--- src/core/fse_defs.svh ---
// Constants of the flash erase host controller: register map and codes.
// Assumes inclusion by bare name from files that need them.
`ifndef FSE_DEFS_SVH
`define FSE_DEFS_SVH
`define FSE_REG_CTRL      12'h000
`define FSE_REG_SECTOR    12'h004
`define FSE_REG_STATUS    12'h008
`define FSE_REG_RDATA     12'h00C
`define FSE_REG_TIMING    12'h010
`define FSE_ADDR_UNLOCK1  12'h555
`define FSE_ADDR_UNLOCK2  12'h2AA
`define FSE_DATA_UNLOCK1  8'hAA
`define FSE_DATA_UNLOCK2  8'h55
`define FSE_DATA_SETUP    8'h80
`define FSE_DATA_SECTOR   8'h30
`define FSE_DATA_SUSPEND  8'hB0
`define FSE_DATA_RESUME   8'h30
`define FSE_DATA_ABORTRST 8'hF0
`define FSE_DATA_IDENTRY  8'h90
`define FSE_DATA_RESET    8'hF0
`define FSE_PROT_OFFSET   8'h02
`define FSE_WINDOW_US     50
`define FSE_RESET_NS      500
`define FSE_CLK_NS        40
`define FSE_TIMING_RST    8'h03
`define FSE_CMD_W         3
`endif

--- src/core/fse_pkg.sv ---
// Types shared by the flash erase host controller and its testbench.
// Assumes fse_defs.svh sits in the include path.
package fse_pkg;
  typedef enum logic [2:0] {
    FSE_OP_NONE,
    FSE_OP_ERASE,
    FSE_OP_ADD_SECTOR,
    FSE_OP_SUSPEND,
    FSE_OP_RESUME,
    FSE_OP_ABORT_RESET,
    FSE_OP_PROT_VERIFY,
    FSE_OP_RESET
  } fse_op_t;
endpackage

--- src/core/fse_bus_if.sv ---
// Bundle between the controller and its flash bus cycle engine.
// Assumes one clock domain; the engine owns the flash pins except fl_reset_n.
`timescale 1ns/1ps
interface fse_bus_if;
  logic        req;
  logic        wr;
  logic [21:0] addr;
  logic [15:0] wdata;
  logic        done;
  logic [15:0] rdata;
  modport ctl (output req, output wr, output addr, output wdata,
               input done, input rdata);
  modport eng (input req, input wr, input addr, input wdata,
               output done, output rdata);
endinterface

--- src/core/fse_cycle.sv ---
// Flash bus cycle engine: one asynchronous write or read per request.
// Assumes strobe width set by the timing register, in pclk cycles.
`timescale 1ns/1ps
`include "fse_defs.svh"
module fse_cycle #(
  parameter int AW = 22
) (
  input  wire logic       pclk,
  input  wire logic       presetn,
  input  wire logic       clk_en,
  input  wire logic [7:0] strobe_cycles,
  fse_bus_if.eng          bus,
  output logic [AW-1:0]   fl_addr,
  output logic [15:0]     fl_dq_out,
  output logic            fl_dq_oe,
  input  wire logic [15:0] fl_dq_in,
  output logic            fl_we_n,
  output logic            fl_oe_n,
  output logic            fl_ce_n
);
  typedef enum logic [1:0] {FSE_CY_IDLE, FSE_CY_SETUP, FSE_CY_STROBE,
                            FSE_CY_HOLD} fse_cy_t;
  fse_cy_t         st, next_st;
  logic [7:0]      cnt, next_cnt;
  logic [AW-1:0]   next_addr;
  logic [15:0]     next_dq_out, next_rdata;
  logic            next_oe, next_we_n, next_rd_n, next_ce_n, next_done;

  always_comb begin
    next_st     = st;
    next_cnt    = cnt;
    next_addr   = fl_addr;
    next_dq_out = fl_dq_out;
    next_oe     = fl_dq_oe;
    next_we_n   = fl_we_n;
    next_rd_n   = fl_oe_n;
    next_ce_n   = fl_ce_n;
    next_rdata  = bus.rdata;
    next_done   = 1'b0;
    unique case (st)
      FSE_CY_IDLE: if (bus.req) begin
        next_addr   = bus.addr[AW-1:0];
        next_dq_out = bus.wdata;
        next_oe     = bus.wr;
        next_ce_n   = 1'b0;
        next_st     = FSE_CY_SETUP;
      end
      FSE_CY_SETUP: begin
        next_we_n = ~bus.wr;
        next_rd_n = bus.wr;
        next_cnt  = strobe_cycles;
        next_st   = FSE_CY_STROBE;
      end
      FSE_CY_STROBE: if (cnt == 8'h00) begin
        // Data latches on the rising write strobe
        next_we_n  = 1'b1;
        next_rd_n  = 1'b1;
        next_rdata = fl_dq_in;
        next_st    = FSE_CY_HOLD;
      end else begin
        next_cnt = cnt - 8'h01;
      end
      FSE_CY_HOLD: begin
        next_oe   = 1'b0;
        next_ce_n = 1'b1;
        next_done = 1'b1;
        next_st   = FSE_CY_IDLE;
      end
    endcase
  end

  always_ff @(posedge pclk or negedge presetn) begin
    if (!presetn) begin
      st        <= FSE_CY_IDLE;
      cnt       <= 8'h00;
      fl_addr   <= '0;
      fl_dq_out <= 16'h0000;
      fl_dq_oe  <= 1'b0;
      fl_we_n   <= 1'b1;
      fl_oe_n   <= 1'b1;
      fl_ce_n   <= 1'b1;
      bus.rdata <= 16'h0000;
      bus.done  <= 1'b0;
    end else if (clk_en) begin
      st        <= next_st;
      cnt       <= next_cnt;
      fl_addr   <= next_addr;
      fl_dq_out <= next_dq_out;
      fl_dq_oe  <= next_oe;
      fl_we_n   <= next_we_n;
      fl_oe_n   <= next_rd_n;
      fl_ce_n   <= next_ce_n;
      bus.rdata <= next_rdata;
      bus.done  <= next_done;
    end
  end
endmodule

--- src/core/fse_host.sv ---
// Host controller issuing sector erase, suspend and resume to a NOR flash.
// Assumes APB software access and a flash on the fl_* pins, clockless.
//
// Operation
// - Erase opens with two unlocks, 80h, two unlocks, sector plus 30h.
// - Extra sector writes must follow each other within 50 us.
// - Queue sectors without interruption so none misses the window.
// - Other writes in the window cancel erase; host must reissue all.
// - Hardware reset aborts erase; host reissues the whole sequence.
// - Resume is 30h at the suspended sector; new suspend allowed after.
// - Abort recovery is unlock 555, unlock 2AA, F0h at 555.
//
// Implementation choices: the register offsets and the APB slave port.
`timescale 1ns/1ps
`include "fse_defs.svh"
module fse_host #(
  parameter int AW       = 22,
  parameter int SA_LSB   = 15,
  parameter int CLK_NS   = `FSE_CLK_NS,
  parameter int WIN_US   = `FSE_WINDOW_US,
  parameter int RST_NS   = `FSE_RESET_NS
) (
  input  wire logic        pclk,
  input  wire logic        presetn,
  input  wire logic        clk_en,
  input  wire logic        psel,
  input  wire logic        penable,
  input  wire logic        pwrite,
  input  wire logic [11:0] paddr,
  input  wire logic [31:0] pwdata,
  output logic [31:0]      prdata,
  output logic             pready,
  output logic             pslverr,
  output logic [AW-1:0]    fl_addr,
  output logic [15:0]      fl_dq_out,
  output logic             fl_dq_oe,
  input  wire logic [15:0] fl_dq_in,
  output logic             fl_we_n,
  output logic             fl_oe_n,
  output logic             fl_ce_n,
  output logic             fl_reset_n,
  input  wire logic        ready_busy_n
);
  import fse_pkg::*;

  // Window count rounds down so the host never crosses it
  localparam int WIN_CYC = (WIN_US * 1000) / CLK_NS;
  localparam int RST_CYC = (RST_NS + CLK_NS - 1) / CLK_NS;
  localparam int CW      = $clog2(WIN_CYC + 1);

  typedef enum logic [2:0] {FSE_S_IDLE, FSE_S_SEQ, FSE_S_WAIT,
                            FSE_S_READ, FSE_S_RESET} fse_state_t;

  fse_bus_if bus ();

  //////////////////////////////////////////////////////////////////////
  // Register file
  logic [AW-1:0]  sector, next_sector;
  logic [7:0]     timing, next_timing;
  logic [15:0]    rdata_q, next_rdata_q;
  fse_op_t        op, next_op;
  logic           busy, next_busy;
  logic           late, next_late;
  logic           suspended, next_suspended;
  logic [31:0]    next_prdata;
  logic           next_pready, next_pslverr;
  logic           go;

  function automatic logic [AW-1:0] sect_addr(input logic [AW-1:0] sa,
                                              input logic [7:0] off);
    sect_addr = {sa[AW-1:SA_LSB], {(SA_LSB-8){1'b0}}, off};
  endfunction

  function automatic logic [AW-1:0] unlock(input logic [11:0] a);
    // High address bits are don't care on unlock cycles
    unlock = {{(AW-12){1'b0}}, a};
  endfunction

  // Writes land at the access edge, where the master samples pready
  assign go = psel && penable && pready && pwrite &&
              paddr == `FSE_REG_CTRL && !busy;

  always_comb begin
    next_sector  = sector;
    next_timing  = timing;
    next_op      = op;
    next_prdata  = prdata;
    next_pready  = 1'b0;
    next_pslverr = 1'b0;
    if (psel && penable && pready && pwrite) begin
      unique case (paddr)
        `FSE_REG_CTRL:   if (!busy) next_op =
                           fse_op_t'(pwdata[`FSE_CMD_W-1:0]);
        `FSE_REG_SECTOR: next_sector = pwdata[AW-1:0];
        `FSE_REG_TIMING: next_timing = pwdata[7:0];
        default: ;
      endcase
    end
    if (psel && !penable) begin
      next_pready = 1'b1;
      if (pwrite) begin
        unique case (paddr)
          `FSE_REG_CTRL, `FSE_REG_SECTOR, `FSE_REG_TIMING: ;
          default: next_pslverr = 1'b1;
        endcase
      end else begin
        unique case (paddr)
          `FSE_REG_CTRL:   next_prdata = {29'h0, op};
          `FSE_REG_SECTOR: next_prdata = {{(32-AW){1'b0}}, sector};
          `FSE_REG_STATUS: next_prdata = {27'h0, ~ready_busy_n, 1'b0,
                                          suspended, late, busy};
          `FSE_REG_RDATA:  next_prdata = {16'h0, rdata_q};
          `FSE_REG_TIMING: next_prdata = {24'h0, timing};
          default: begin
            next_prdata  = 32'h0;
            next_pslverr = 1'b1;
          end
        endcase
      end
    end
  end

  //////////////////////////////////////////////////////////////////////
  // Command sequencer
  fse_state_t     st, next_st;
  logic [2:0]     idx, next_idx;
  logic [CW-1:0]  wcnt, next_wcnt;
  logic           next_rst_n;
  logic           next_req, next_wr;
  logic [AW-1:0]  next_baddr;
  logic [15:0]    next_bwdata;
  logic [2:0]     seq_len;
  logic [AW-1:0]  s_addr;
  logic [7:0]     s_data;

  // Each op is a short table of address and data words
  always_comb begin
    s_addr  = unlock(`FSE_ADDR_UNLOCK1);
    s_data  = `FSE_DATA_UNLOCK1;
    seq_len = 3'd1;
    unique case (op)
      FSE_OP_ERASE: begin
        seq_len = 3'd6;
        unique case (idx)
          3'd1, 3'd4: begin
            s_addr = unlock(`FSE_ADDR_UNLOCK2);
            s_data = `FSE_DATA_UNLOCK2;
          end
          3'd2: s_data = `FSE_DATA_SETUP;
          3'd5: begin
            s_addr = sect_addr(sector, 8'h00);
            s_data = `FSE_DATA_SECTOR;
          end
          default: ;
        endcase
      end
      FSE_OP_ADD_SECTOR, FSE_OP_RESUME: begin
        s_addr = sect_addr(sector, 8'h00);
        s_data = `FSE_DATA_SECTOR;
      end
      FSE_OP_SUSPEND: begin
        s_addr = sect_addr(sector, 8'h00);
        s_data = `FSE_DATA_SUSPEND;
      end
      FSE_OP_ABORT_RESET, FSE_OP_PROT_VERIFY: begin
        seq_len = 3'd3;
        if (idx == 3'd1) begin
          s_addr = unlock(`FSE_ADDR_UNLOCK2);
          s_data = `FSE_DATA_UNLOCK2;
        end else if (idx == 3'd2) begin
          s_data = (op == FSE_OP_ABORT_RESET) ? `FSE_DATA_ABORTRST
                                              : `FSE_DATA_IDENTRY;
        end
      end
      default: ;
    endcase
  end

  always_comb begin
    next_st        = st;
    next_idx       = idx;
    next_wcnt      = wcnt;
    next_busy      = busy;
    next_late      = late;
    next_suspended = suspended;
    next_rst_n     = fl_reset_n;
    next_rdata_q   = rdata_q;
    next_req       = 1'b0;
    next_wr        = bus.wr;
    next_baddr     = bus.addr;
    next_bwdata    = bus.wdata;
    if (wcnt != '0) next_wcnt = wcnt - CW'(1);
    unique case (st)
      FSE_S_IDLE: if (go) begin
        next_busy = 1'b1;
        next_idx  = 3'd0;
        next_late = 1'b0;
        // Late add: window may have closed, so the sector can be lost
        if (next_op == FSE_OP_ADD_SECTOR && wcnt == '0)
          next_late = 1'b1;
        // Hardware reset is the only way to stop a running erase
        if (next_op == FSE_OP_RESET) begin
          next_rst_n = 1'b0;
          next_wcnt  = CW'(RST_CYC);
          next_st    = FSE_S_RESET;
        end else if (next_op != FSE_OP_NONE) begin
          next_st = FSE_S_SEQ;
        end else begin
          next_busy = 1'b0;
        end
      end
      FSE_S_SEQ: begin
        next_req    = 1'b1;
        next_wr     = 1'b1;
        next_baddr  = s_addr;
        next_bwdata = {8'h00, s_data};
        next_st     = FSE_S_WAIT;
      end
      FSE_S_WAIT: if (bus.done) begin
        if (idx + 3'd1 < seq_len) begin
          next_idx = idx + 3'd1;
          next_st  = FSE_S_SEQ;
        end else if (op == FSE_OP_PROT_VERIFY) begin
          next_req   = 1'b1;
          next_wr    = 1'b0;
          next_baddr = sect_addr(sector, `FSE_PROT_OFFSET);
          next_st    = FSE_S_READ;
        end else begin
          if (op == FSE_OP_ERASE || op == FSE_OP_ADD_SECTOR ||
              op == FSE_OP_RESUME)
            next_wcnt = CW'(WIN_CYC);
          if (op == FSE_OP_SUSPEND) next_suspended = 1'b1;
          if (op == FSE_OP_RESUME)  next_suspended = 1'b0;
          next_busy = 1'b0;
          next_st   = FSE_S_IDLE;
        end
      end
      FSE_S_READ: if (bus.done) begin
        next_rdata_q = bus.rdata;
        next_busy    = 1'b0;
        next_st      = FSE_S_IDLE;
      end
      FSE_S_RESET: if (wcnt == '0) begin
        next_rst_n     = 1'b1;
        next_suspended = 1'b0;
        next_busy      = 1'b0;
        next_st        = FSE_S_IDLE;
      end
    endcase
  end

  always_ff @(posedge pclk or negedge presetn) begin
    if (!presetn) begin
      sector     <= '0;
      timing     <= `FSE_TIMING_RST;
      op         <= FSE_OP_NONE;
      prdata     <= 32'h0;
      pready     <= 1'b0;
      pslverr    <= 1'b0;
      st         <= FSE_S_IDLE;
      idx        <= 3'd0;
      wcnt       <= '0;
      busy       <= 1'b0;
      late       <= 1'b0;
      suspended  <= 1'b0;
      fl_reset_n <= 1'b1;
      rdata_q    <= 16'h0;
      bus.req    <= 1'b0;
      bus.wr     <= 1'b0;
      bus.addr   <= '0;
      bus.wdata  <= 16'h0;
    end else if (clk_en) begin
      sector     <= next_sector;
      timing     <= next_timing;
      op         <= next_op;
      prdata     <= next_prdata;
      pready     <= next_pready;
      pslverr    <= next_pslverr;
      st         <= next_st;
      idx        <= next_idx;
      wcnt       <= next_wcnt;
      busy       <= next_busy;
      late       <= next_late;
      suspended  <= next_suspended;
      fl_reset_n <= next_rst_n;
      rdata_q    <= next_rdata_q;
      bus.req    <= next_req;
      bus.wr     <= next_wr;
      bus.addr   <= next_baddr;
      bus.wdata  <= next_bwdata;
    end
  end

  //////////////////////////////////////////////////////////////////////
  fse_cycle #(.AW(AW)) u_cycle (
    .pclk          (pclk),
    .presetn       (presetn),
    .clk_en        (clk_en),
    .strobe_cycles (timing),
    .bus           (bus),
    .fl_addr       (fl_addr),
    .fl_dq_out     (fl_dq_out),
    .fl_dq_oe      (fl_dq_oe),
    .fl_dq_in      (fl_dq_in),
    .fl_we_n       (fl_we_n),
    .fl_oe_n       (fl_oe_n),
    .fl_ce_n       (fl_ce_n)
  );
endmodule

--- config.mk ---
export PLATFORM = sky130hd
export DESIGN_NAME = fse_host
export DESIGN_NICKNAME = d
export VERILOG_FILES = /design/src/core/fse_pkg.sv /design/src/core/fse_bus_if.sv /design/src/core/fse_cycle.sv /design/src/core/fse_host.sv
export VERILOG_INCLUDE_DIRS = /design/src /design/src/core
export SDC_FILE = /design/constraint.sdc
export NUM_CORES = 1
export LEC_CHECK = 0
export CAP_MARGIN = 30
export CORE_MARGIN = 2
export CORE_UTILIZATION = 33
export CTS_BUF_LIST = sky130_fd_sc_hd__clkbuf_4
export CTS_CLUSTER_DIAMETER = 30
export DETAILED_ROUTE_END_ITERATION = 7
export DONT_BUFFER_PORTS = 1
export GPL_ROUTABILITY_DRIVEN = 1
export PLACE_DENSITY_LB_ADDON = 0.3
export SLEW_MARGIN = 20
export SYNTH_ARGS = -nofsm -noshare
export SYNTH_HDL_FRONTEND = slang
export SYNTH_HIERARCHICAL = 1
export SYNTH_SLANG_ARGS = --single-unit
--- constraint.sdc ---
create_clock -name pclk -period 7.7 [get_ports pclk]
set_input_delay 0.77 -clock pclk [delete_from_list [all_inputs] [get_ports pclk]]
set_output_delay 0.77 -clock pclk [all_outputs]
set_load 0.005 [all_outputs]
## Yosys cells after proc, flatten, opt, wreduce, memory -nomap -nowiden

Index checks and enable logic that the tools add are counted.

| storage, ports and cells | value |
|---|---|
| register bits | 197 |
| bits of input ports | 67 |
| output and inout bits | 77 |
| word-level logic and storage cells | 205 |

| cells by class | value |
|---|---|
| add/subtract/negate cells | 3 |
| $lt $le $gt $ge | 1 |
| equality and inequality tests | 37 |
| mux-type cells | 84 |
| bitwise gates (word level) | 3 |
| reduce and logical (&&, ||, !) cells | 49 |

Operator list:

| kind | number |
|---|---|
| case mux 22 bit (5 select lines) | 1 |
| 2-to-1 mux 11 bit | 8 |
| case mux 22 bit (2 select lines) | 2 |
| 2-to-1 mux 22 bit | 3 |
| case mux 22 bit (3 select lines) | 1 |
| 2-to-1 mux 3 bit | 12 |
| AND reduction 3 bit | 11 |
| 2-to-1 mux 1 bit | 32 |
| case mux 8 bit (4 select lines) | 1 |
| == test 12 x 4 -> 1 bit (second input constant) | 2 |
| case mux 8 bit (3 select lines) | 1 |
| case mux 11 bit (2 select lines) | 1 |
| == test 3 bit (second input constant) | 7 |
| == test 3 x 2 -> 1 bit (second input constant) | 6 |
| inequality test 2 bit (second input constant) | 9 |
| 2-to-1 mux 8 bit | 2 |
| case mux 1 bit (2 select lines) | 8 |
| case mux 8 bit (2 select lines) | 1 |
| case mux 3 bit (5 select lines) | 1 |
| AND reduction 5 bit | 3 |
| 2-to-1 mux 7 bit | 2 |
| == test 12 x 3 -> 1 bit (second input constant) | 1 |
| == test 12 x 5 -> 1 bit (second input constant) | 1 |
| zero test 12 bit | 1 |
| 32 further kinds | 60 |

## Logic depth before layout (Yosys ltp)

Gate-level depths: netlist of the first run.

| logic depth | value |
|---|---|
| depth after elaboration | 9 |
| depth in mapped cells | 12 |

## Cells and area by module

Netlist of the first run, hierarchy kept.

Modules (own cells, without submodules):

| module | times used | cells each | area each (sq um) | sequential area each (sq um) |
|---|---|---|---|---|
| fse_host | 1 | 540 | 5714.2 | 2806.4 |
| fse_cycle | 1 | 226 | 3039.2 | 1730.4 |

## Worst setup path before layout of the first run

OpenSTA, ideal clock, no wires.

| timing path | value |
|---|---|
| path type | input-to-reg |
| start | input port paddr[7] |
| end | register timing[2] |
| setup time | 125 ps |
| data arrival time | 2574 ps |
| slack | 5002 ps |
| stages | 7 |
| path through | or4_4 > nor3_4 > nand2_1 > nor4b_4 > and2b_1 > buf_4 > mux2_2 |

| between the ends | value |
|---|---|
| cells in the longest elaborated chain, start to end | 2 |

Ends and longest elaborated chain:

| what | RTL line | RTL |
|---|---|---|
| start: declaration | fse_host.sv:29 | `input wire logic [11:0] paddr,` |
| == test 12 x 5 -> 1 bit | fse_host.sv:91 | `unique case (paddr)` |
| AND reduction 3 bit (no source line) | -- |  |
| end signal: assignment | fse_host.sv:255 | `` timing <= `FSE_TIMING_RST; `` |
| end signal: assignment | fse_host.sv:274 | `timing <= next_timing;` |
| end: declaration | fse_host.sv:59 | `logic [7:0] timing, next_timing;` |

Every way passes these cells.
A chain may end at the register's enable or synchronous reset.

## Worst setup path after layout of the first run

| timing path | value |
|---|---|
| start | register op[0] |
| end | register wcnt[4] |

| between the ends | value |
|---|---|
| cells in the longest elaborated chain, start to end | 8 |
| elaborated cells on any way between the ends | 21 |
| those cells by class | order compare (1); eq/ne (6); mux (11); reduce/logical (3) |

Ends and longest elaborated chain:

| what | RTL line | RTL |
|---|---|---|
| start: declaration | fse_host.sv:61 | `fse_op_t op, next_op;` |
| start signal: assignment | fse_host.sv:275 | `op <= next_op;` |
| branches (longest 7 deep; another with less-than comparator 3 bit) | -- |  |
| case mux 11 bit (2 select lines) * | fse_host.sv:193 | `unique case (st)` |
| end signal: assignment | fse_host.sv:281 | `wcnt <= next_wcnt;` |
| end: declaration | fse_host.sv:127 | `logic [CW-1:0] wcnt, next_wcnt;` |

Mark *: on every way between the ends.

==> impl_metrics.csv, run 1 <==
group,metric,value,unit
run_status,outcome,"finished clean",
power,pwr-share-comb,22.6,%
timing,maxSlewViolCount,0,
critical_path,regToRegEndpoint,"wcnt[4]",
clocking,numCtsBuffers,17,
placed_design,dpl.hpwl,14220,um
critical_path,crit_type,"reg -> reg",
placed_design,numPortBuffers,0,
critical_path,reg2reg_from,"op[0]",
power,p_seq_share,54.6,%
timing,tightest_slew,0.9110,ns
clocking,clk_pin_slew_worst_paths,0.19,ns
die,dieArea,27840,um^2
route,wl_met2,9638,um
timing,fin_setup_tns,0,ns
timing,fin_crit_sh,44.71,%
power,internal_power,0.001571,W
die,num_io_pins,144,
global_route,grt_start_max_net_pins,181,
critical_path,regToRegSetupSlack,4.26,ns
finish,fin_area,9407,um^2
timing,final-hold-violation-count,0,
power,swShare,35.61,%
synthesis,ys_ff_latch,181,
timing,skew,0.02954,ns
finish,area_delta_synth_final,7.461,%
finish,nets,846,
critical_path,rr_worst_depth,10,
clocking,cts_resized,0,
die,initial_core_util,33.59,%
synthesis,synth-edff-count,0,
power,peakVddDrop,0.1301,mV
route,wl,20770,um
route,dr_wl_met3,1403,um
clocking,cts_tree,"yes",
route,viasPerCell,5.252,
finish,drive_gt1_share,21.59,%
power,p_sw,0.0008684,W
route,drt-pass1-iter-count,7,
clocking,cts_htree_levels,4,
global_route,grt_first_pass_wirelength,33120,um
run,maxCapViolCount,0,
timing,setup_viol,0,
placed_design,placed_cells,1079,
route,postRouteAntennaNets,0,
critical_path,cp-end-kind,"flop",
synthesis,ys.warnings.count,6,
global_route,gr-total-overflow,0,
route,wl_met1,9540,um
timing,fin_hold_ws,0.1839,ns
synthesis,synthArstFlopShare,100.0,%
die,die_y,166.9,um
finish,n_fill_cell,2578,
critical_path,crit_arrival,3.98,ns
die,core,26060,um^2
synthesis,synth_area_per_cell,11.43,um^2
critical_path,cp_max_fo,16,
synthesis,synth_flop_cell,"dfrtp_1",
power,clock_power_share,22.8,%
power,leakagePower,4.229,nW
die,die_w,166.9,um
route,vias,5851,
route,avgRoutedWirePerCell,18.65,um
power,power.total,0.002439,W
synthesis,yosysSeqAreaShare,51.83,%
clocking,cts_sinks,181,
route,top_layer,"met4",
clocking,cts_max_path_buffers,2,
timing,rsz0062_at_grt,"false",
global_route,grt_use_total,15.04,%
global_route,antenna_found_initial,1,
clocking,clkLatencyLatePin,0.60,ns
clocking,root_buffer,"clkbuf_4",
route,drt_drc_violations_left,0,
route,first_iter_violations,433,
synthesis,synthesis.area,8753,um^2
placed_design,routabilityCongestion,0.7823,
critical_path,required,8.24,ns
finish,final_cells,1114,
timing,fin_crit,3.443,ns
die,num_rows,59,
power,power.density,259.3,nW/um^2
timing,relSlewSlack,39.26,%
synthesis,syn-instance-count,766,
hold_path,hold_path_class,"in -> async",
global_route,first_global_vias,5600,
synthesis,yosysUniqueCellTypes,73,
critical_path,start_kind,"flop",
placed_design,placement.cell_area,9055,um^2
timing,fmax,0.2904,GHz
-- power groups by stage --
stage | Combinational (W) | Sequential [W] | Clock, W
2_1_floorplan | 0.000476 | 0.00128 | 0
3_3_place_gp | 0.000514 | 0.00135 | 0
3_5_place_dp | 0.000531 | 0.00136 | 0
4_1_cts | 0.000555 | 0.00134 | 0.000580
5_1_grt | 0.000619 | 0.00137 | 0.000622
6_report | 0.000552 | 0.00133 | 0.000556
-- cell type report --
class	instances	area (um^2)	share of cell area, %
Clock buffer	17	127.6	1.357
Clock inverter	15	183.9	1.955
Inverter	25	93.84	0.9976
Tap cell	335	419.2	4.456
Antenna cell	1	2.502	0.02660
Timing Repair Buffer	7	98.84	1.051
Sequential cell	181	4537	48.23
Multi-Input combinational cell	533	3944	41.93
-- cell usage in the layout (no fill, tap or decap), types with 3 or more instances in the layout --
cell         n
o21ai_0     48
nor4_1       3
clkbuf_4    17
o31ai_1     13
nand3_1     15
inv_1       25
ha_1        14
mux2_2      99
a22oi_1      5
nor3b_1      4
a32o_1       3
nor2_1      41
inv_8        5
dfstp_2      6
and2b_1      3
mux2_4      10
or3_1        3
and3_1       4
clkinv_8     6
buf_4        3
conb_1      22
nand4_1      3
nand3b_1     6
nand2b_1    10
xor2_1       3
nor3_1      14
dfrtp_1    175
a31oi_1      9
a22o_1      17
nor2b_1      8
mux2i_1     18
a2bb2oi_1    3
a21oi_1     35
nand2_1     60
o22ai_1      6
or4_1        3
-- through the flow --
step / worst slack, ns / utilization [%]
final: 4.257 / 36.10
after global routing: 3.972 / 36.10
after CTS: 4.308 / 36.09
after detailed placement: 4.336 / 34.75
after global placement: 4.340 / 34.60
after floorplan: 5.002 / -
-- how the worst max path moves through the flow --
| stage | startpoint | end | slack [ns] | depth (start not counted) |
|---|---|---|---|---|
| 6_report | op[0] | wcnt[4] | 4.26 | 10 |
| 5_1_grt | op[0] | wcnt[4] | 3.97 | 10 |
| 4_1_cts | op[2] | wcnt[4] | 4.31 | 9 |
| 3_5_place_dp | op[0] | wcnt[4] | 4.34 | 10 |
| 3_3_place_gp | op[1] | wcnt[4] | 4.34 | 10 |
| 2_1_floorplan | paddr[7] | timing[2] | 5.00 | 7 |
-- flip-flops by register name, indices dropped and copies added, names as in the netlist, 10 cells and up --
name / flops
rdata_q: 16
wcnt: 11
u_cycle/fl_addr: 22
u_cycle/bus.rdata: 16
prdata: 22
u_cycle/fl_dq_out: 16
bus.addr: 10
sector: 22
-- cell families (layout without fill, tap and decap cells) --
logic type               count (synthesis)  count (layout)  synth area share (%)
AND/OR/NAND/NOR                        195             195                 11.99
flip-flops                             181             181                 51.83
buffers and inverters                   73              64                 4.145
adder cells (fa/ha/maj)                 14              14                 2.001
AO/OA/AOI/OAI                          170             170                 12.95
XOR/XNOR                                 4               4                0.4003
other                                    1              23               0.04284
multiplexers                           128             128                 16.64
-- synthesized netlist by cell type, drive strengths merged, types with 3 or more instances --
| library cell | count | area, um^2 |
|---|---|---|
| a31oi | 9 | 56.30 |
| nor2 | 42 | 173.9 |
| mux2 | 110 | 1276 |
| nand2 | 61 | 231.5 |
| buf | 22 | 171.4 |
| a211oi | 3 | 27.52 |
| and3 | 4 | 25.02 |
| nor4b | 4 | 65.07 |
| nor4 | 4 | 31.28 |
| clkbuf | 26 | 97.59 |
| nand3b | 6 | 45.04 |
| xor2 | 3 | 26.28 |
| dfrtp | 175 | 4379 |
| dfstp | 6 | 157.7 |
| o22ai | 6 | 37.54 |
| nor2b | 8 | 50.05 |
| nand2b | 10 | 62.56 |
| nor3 | 17 | 106.4 |
| o21ai | 48 | 240.2 |
| o31ai | 13 | 97.59 |
| nor3b | 4 | 30.03 |
| a32o | 3 | 30.03 |
| nand3 | 16 | 80.08 |
| a22oi | 6 | 58.81 |
| a21oi | 35 | 175.2 |
| ha | 14 | 175.2 |
| inv | 25 | 93.84 |
| a2bb2oi | 3 | 26.28 |
| nand4 | 3 | 18.77 |
| or4 | 5 | 45.04 |
| mux2i | 18 | 180.2 |
| a22o | 17 | 148.9 |
| or3 | 3 | 18.77 |
| and2b | 3 | 22.52 |
-- what timing repair did --
| action | 4_1_cts | 5_1_grt |
|---|---|---|
| endpoints found under the setup margin | 0 | 0 |
| hold endpoints to repair | 180 | 0 |
| hold buffers | 2 | 0 |
| buffers inserted | 0 | 0 |
-- metal layers --
| layer | global-route usage [%] | vias to the layer above |
|---|---|---|
| li1 | - | 2749 |
| met4 | 3.748 | 0 |
| met2 | 22.88 | 161 |
| met3 | 4.420 | 14 |
| met1 | 21.04 | 2927 |
| met5 | 0 | - |
-- critical path, stage by stage (launching register included) --
cell       delay, ns
dfrtp_1         0.76
and2b_1         0.29
and2b_1         0.21
inv_1           0.10
ha_1            0.20
nor3b_1         0.42
nor3_1          0.12
o2111ai_1       0.66
nand2_1         0.20
o41ai_1         0.28
a22o_1          0.17
No activity file was read; power rests on OpenSTA's default activity.
==> run 2: changes to the inputs <==
- ABC_AREA: unset -> 1
- clock period: 7.7 -> 2.8 ns (I/O delays scaled with it)
==> run 2 against run 1 <==
Against the previous run:
- the flow now finishes with violations (negative hold slack)
- clock power rose to 2.7 times the previous value
- cell area increased by 5.9%
- highest routed layer is now met5
- core utilization increased by 1.2 points
- non-clock buffer count up 49
- global-route usage rose by 0.45 points
- largest power group unchanged
- combinational power increased to 3.9 times the previous value
- worst hold slack got worse by 0.85 ns
- synthesized area is 1.5% higher
- via count grew 18%
==> impl_metrics.csv, run 2 <==
group,metric,value,unit
placed_design,dpl.hpwl,14680,um
clocking,cts_htree_levels,4,
critical_path,regToRegSetupSlack,0.28,ns
synthesis,yosysSeqAreaShare,51.05,%
synthesis,synth_top_area_cell,"dfrtp_1",
critical_path,rr_worst_depth,14,
synthesis,synthesis.area,8887,um^2
route,vias,6915,
finish,n_fill_cell,2753,
synthesis,syn-instance-count,1057,
clocking,clkLatencyLatePin,0.60,ns
synthesis,yosysTopAreaCellShare,49.27,%
route,postRouteAntennaNets,0,
route,wl,21280,um
timing,fin_setup_tns,0,ns
global_route,antenna_found_initial,3,
synthesis,synth_area_leaders,"dfrtp_1, nand2_1, inv_1",
run,maxCapViolCount,0,
finish,drive_gt1_share,9.973,%
timing,fin_crit,2.540,ns
synthesis,yosysMostFrequentCell,"nand2_1",
finish,multi_input_area,3767,um^2
finish,final_cell_mix,"nand2_1, dfrtp_1, inv_1",
critical_path,reg2reg_from,"op[1]",
critical_path,crit_path_end,"prdata[9]",
finish,biggestRegsByFlops,"prdata (22), sector (22), u_cycle/fl_addr (22)",
run_status,outcome,"complete, but fails checks",
power,p_seq_share,50.8,%
synthesis,ys_ff_latch,181,
finish,final_cells,1466,
critical_path,start_kind,"input pin",
power,leakagePower,5.131,nW
synthesis,synth_area_per_cell,8.408,um^2
timing,skew,0.03097,ns
die,core,26730,um^2
timing,relSlewSlack,49.89,%
clocking,clk_pin_slew_worst_paths,0.19,ns
global_route,grt_use_total,15.49,%
critical_path,crit_type,"in -> reg",
route,drt-pass1-iter-count,5,
power,power.density,741.9,nW/um^2
synthesis,synthArstFlopShare,100.0,%
global_route,grt_start_max_net_pins,182,
power,pwr-share-comb,29.1,%
finish,regArea,4537,um^2
placed_design,placed_cells,1388,
clocking,cts_tree,"yes",
critical_path,cp-startpoint,"clk_en",
timing,fin_hold_ws,-0.6682,ns
route,viasPerCell,4.717,
clocking,cts_max_path_buffers,2,
clocking,numCtsBuffers,17,
power,p_sw,0.002916,W
route,drt_drc_violations_left,0,
critical_path,regToRegEndpoint,"wcnt[2]",
critical_path,required,3.33,ns
finish,final_common_cell,"nand2_1",
finish,nets,1191,
synthesis,yosys-top-cells-count,"nand2_1, dfrtp_1, inv_1, nand3_1, nor2_1",
die,initial_core_util,33.25,%
synthesis,synth-edff-count,0,
hold_path,hold_path_class,"in -> async",
clocking,cts_resized,0,
global_route,grt_first_pass_wirelength,34980,um
route,first_iter_violations,478,
die,num_io_pins,144,
global_route,first_global_vias,6798,
clocking,root_buffer,"clkbuf_4",
synthesis,ys.warnings.count,6,
synthesis,yosysUniqueCellTypes,48,
die,num_rows,60,
timing,maxSlewViolCount,0,
timing,fin_crit_sh,90.72,%
power,peakVddDrop,0.2692,mV
finish,area_delta_synth_final,12.07,%
placed_design,routabilityCongestion,0.8615,
critical_path,crit_arrival,3.07,ns
power,swShare,39.47,%
die,die_y,168.1,um
synthesis,synth_flop_cell,"dfrtp_1",
critical_path,cp-end-kind,"flop",
route,avgRoutedWirePerCell,14.51,um
clocking,cts_sinks,181,
die,die_w,168.1,um
die,dieArea,28260,um^2
global_route,gr-total-overflow,0,
critical_path,cp_max_fo,25,
clocking,cts_setup_buffers,0,
power,clock_power_share,20.1,%
timing,tightest_slew,0.7492,ns
placed_design,numPortBuffers,0,
clocking,cts_hold_buf,44,
timing,rsz0062_at_grt,"false",
timing,final-hold-violation-count,181,
power,internal_power,0.004473,W
run_status,violations,"negative hold slack",
timing,fmax,0.3937,GHz
timing,setup_viol,0,
==> run 2: cell families after synthesis <==
logic type / count (synthesis) / synth area share (%)
adder cells (fa/ha/maj): 14 / 1.971
AO/OA/AOI/OAI: 135 / 8.602
other: 1 / 0.04220
AND/OR/NAND/NOR: 540 / 26.34
XOR/XNOR: 9 / 0.8870
multiplexers: 25 / 3.590
buffers and inverters: 152 / 7.518
flip-flops: 181 / 51.05
==> run 2: layout make-up <==
cell class | count | area share [%]
sequential | 181 | 45.55
clock buffer | 18 | 1.357
inverter | 109 | 4.108
multi-input combinational | 745 | 37.83
antenna | 2 | 0.05025
timing repair buffer | 56 | 5.327
tap | 341 | 4.284
clock inverter | 14 | 1.495
==> run 2: metrics by stage <==
stage | util (%) | total power [W] | hold WS, ns | cell area, um^2 | setup slack [ns]
floorplan | - | 0.005383 | -0.01559 | 8966 | 0.8041
global placement | 34.54 | 0.005852 | -0.01214 | 9230 | 0.4047
detailed placement | 34.54 | 0.005916 | -0.01207 | 9230 | 0.3202
CTS | 37.25 | 0.007469 | -0.7091 | 9955 | 0.3060
global route | 37.26 | 0.008021 | -0.7345 | 9957 | 0.009182
finish | 37.27 | 0.007389 | -0.6682 | 9960 | 0.2600
==> run 2: worst min path at each step <==
stage,to,from,slack [ns],depth (start not counted)
global route,prdata[6],presetn,-0.73,0
global placement,u_cycle/fl_dq_out[11],presetn,-0.01,0
floorplan,bus.addr[10],presetn,-0.02,0
detailed placement,u_cycle/fl_dq_out[11],presetn,-0.01,0
finish,u_cycle/fl_dq_out[11],presetn,-0.67,0
CTS,u_cycle/fl_dq_out[11],presetn,-0.71,0
==> run 2: critical path, cell delays in order <==
cell	delay (ns)
dlygate4sd3_1	1.02
nand2_1	0.12
nor2_1	0.11
dlygate4sd3_1	0.56
inv_1	0.09
nor2_2	0.10
buf_4	0.23
inv_2	0.25
a21oi_1	0.20
a21o_1	0.10
==> run 2: metal layers <==
metal / vias to the layer above / GRT usage (%) / wire (um)
met5: - / 0 / 13
met4: 2 / 4.760 / 289
met3: 25 / 5.900 / 1696
met2: 162 / 24.54 / 9550
met1: 3247 / 19.70 / 9725
li1: 3479 / - / -
==> run 2: power groups by stage <==
stage / Clock [W] / Sequential (W) / Combinational (W)
global placement: 0 / 0.00380 / 0.00206
CTS: 0.00154 / 0.00376 / 0.00217
global route: 0.00165 / 0.00385 / 0.00253
detailed placement: 0 / 0.00381 / 0.00210
floorplan: 0 / 0.00363 / 0.00175
finish: 0.00149 / 0.00375 / 0.00215
==> run 3: changes to the inputs <==
- CTS_CLUSTER_DIAMETER: 30 -> 50
- CTS_CLUSTER_SIZE: unset -> 40
- clock period: 2.8 -> 2.4 ns (I/O delays scaled with it)
==> run 3 against run 2 <==
Against the previous run:
- combinational power increased by 20%
- register-to-register slack got worse by 0.09 ns
- global-route usage increased by 0.14 points
- total power increased by 17%
- via count decreased by 0.16%
- largest cell class unchanged
- clock power increased by 15%
- cell count increased by 0.61%
- the run still ends with negative hold slack left
- cell area increased by 0.90%
- clock skew decreased by 0.0044 ns
- die area unchanged
==> impl_metrics.csv, run 3 (same netlist as run 2, synthesis figures left out) <==
group,metric,value,unit
run_status,outcome,"complete, but fails checks",
run_status,violations,"negative hold slack",
clocking,root_buffer,"clkbuf_4",
die,dieArea,28260,um^2
clocking,clkLatencyLatePin,0.59,ns
finish,final_cell_mix,"nand2_1, dfrtp_1, inv_1",
die,num_rows,60,
timing,fin_crit_sh,92.15,%
power,power.density,862.4,nW/um^2
die,die_w,168.1,um
timing,fin_crit,2.212,ns
clocking,cts_tree,"yes",
finish,fin_area,10050,um^2
timing,fmax,0.4522,GHz
timing,skew,0.02655,ns
placed_design,placement.cell_area,9298,um^2
route,avgRoutedWirePerCell,14.62,um
hold_path,hold_path_class,"in -> async",
global_route,grt_use_total,15.63,%
placed_design,dpl.hpwl,14800,um
route,viasPerCell,4.681,
critical_path,start_kind,"flop",
route,drt-pass1-iter-count,6,
clocking,cts_htree_levels,4,
timing,rsz0062_at_grt,"false",
critical_path,cp_max_fo,5,
route,vias,6904,
timing,fin_setup_tns,0,ns
critical_path,required,2.92,ns
critical_path,cp-end-kind,"flop",
timing,fin_ws,0.1884,ns
finish,final_common_cell,"nand2_1",
route,wl,21570,um
die,die_y,168.1,um
placed_design,numPortBuffers,0,
global_route,antenna_found_initial,2,
finish,area_delta_synth_final,13.08,%
route,postRouteAntennaNets,0,
timing,maxSlewViolCount,0,
critical_path,crit_type,"reg -> reg",
die,core,26730,um^2
clocking,numCtsBuffers,17,
power,leakagePower,5.170,nW
critical_path,crit_arrival,2.73,ns
clocking,cts_max_path_buffers,2,
route,drt_drc_violations_left,0,
global_route,grt_first_pass_wirelength,35200,um
finish,nets,1201,
clocking,cts_setup_buffers,0,
global_route,gr-total-overflow,0,
die,initial_core_util,33.25,%
timing,fin_hold_ws,-0.6935,ns
die,num_io_pins,144,
power,peakVddDrop,0.4061,mV
timing,setup_viol,0,
global_route,first_global_vias,6617,
clocking,clk_pin_slew_worst_paths,0.19,ns
run,maxCapViolCount,0,
timing,tightest_slew,0.7383,ns
clocking,cts_sinks,181,
placed_design,routabilityCongestion,0.8596,
finish,drive_gt1_share,11.04,%
placed_design,place_ws,0.08443,ns
finish,biggestRegsByFlops,"prdata (22), sector (22), u_cycle/fl_addr (22)",
timing,final-hold-violation-count,181,
route,first_iter_violations,468,
timing,relSlewSlack,50.62,%
global_route,grt_start_max_net_pins,182,
clocking,cts_hold_buf,45,
[run 3: cell count changes in the layout (fill, tap and decap cells not counted), sizes merged]
cell         before  now
buf              12   21
clkbuf           18   17
clkinv            3    4
dlygate4sd3      44   45
inv             119  118
[run 3: final cells by class]
type,count,area (um^2)
timing repair buffer,66,608.1
clock buffer,17,127.6
antenna,2,5.005
inverter,109,409.1
clock inverter,14,151.4
tap,341,426.7
sequential,181,4538
multi-input combinational,745,3784
fill,2713,16680
[run 3: repair_timing]
action	CTS	global route
endpoints found under the setup margin	0	9
gates resized for setup	0	6
endpoints found under the hold margin	249	181
[run 3: critical path, cell delays in order (launching register included)]
cell	delay (ns)
dfrtp_1	0.45
ha_1	0.22
xnor2_1	0.15
inv_1	0.09
ha_1	0.33
a21oi_2	0.20
nand3_1	0.12
nand2_1	0.08
nand3b_1	0.19
nor2_1	0.19
a22o_1	0.15
[run 3: worst paths after layout]
| check | cells past startpoint | slack (ns) | start | to |
|---|---|---|---|---|
| worst max-delay path | 10 | 0.19 | idx[0] | idx[1] |
| worst min-delay path | 0 | -0.69 | presetn | u_cycle/fl_dq_out[11] |
| worst max register to register | 10 | 0.19 | idx[0] | idx[1] |
| worst min register to register | 2 | 0.49 | bus.addr[21] | u_cycle/fl_addr[21] |
| max in group asynchronous | 0 | 2.75 | presetn | timing[0] |
| min in group pclk | 4 | 0.05 | pwdata[1] | late |
[run 3: per-layer routing]
layer,share of wire (%),global-route usage [%],up-vias
li1,-,-,3503
met1,46,21.40,3197
met2,44,24.04,190
met3,8.4,5.289,14
met4,1.1,3.523,0
met5,0,0,-
[run 3: stage by stage]
| stage | util [%] | power [W] | hold slack (ns) | cells |
|---|---|---|---|---|
| finish | 37.60 | 0.008667 | -0.6935 | 1475 |
| global route | 37.59 | 0.009415 | -0.7765 | 1474 |
| CTS | 37.52 | 0.008740 | -0.7455 | 1473 |
| detailed placement | 34.79 | 0.006943 | -0.05205 | 1397 |
| global placement | 34.79 | 0.006867 | -0.05216 | 1397 |
| floorplan | - | 0.006280 | -0.05559 | 1078 |
[run 3: power by group]
part           total (W)  switching [W]  internal (W)  leakage [nW]
Combinational    0.00259        0.00160      0.000987          2.65
Clock            0.00171        0.00123      0.000479         0.151
Sequential       0.00437       0.000592       0.00378          2.37
Total            0.00867        0.00342       0.00524          5.17
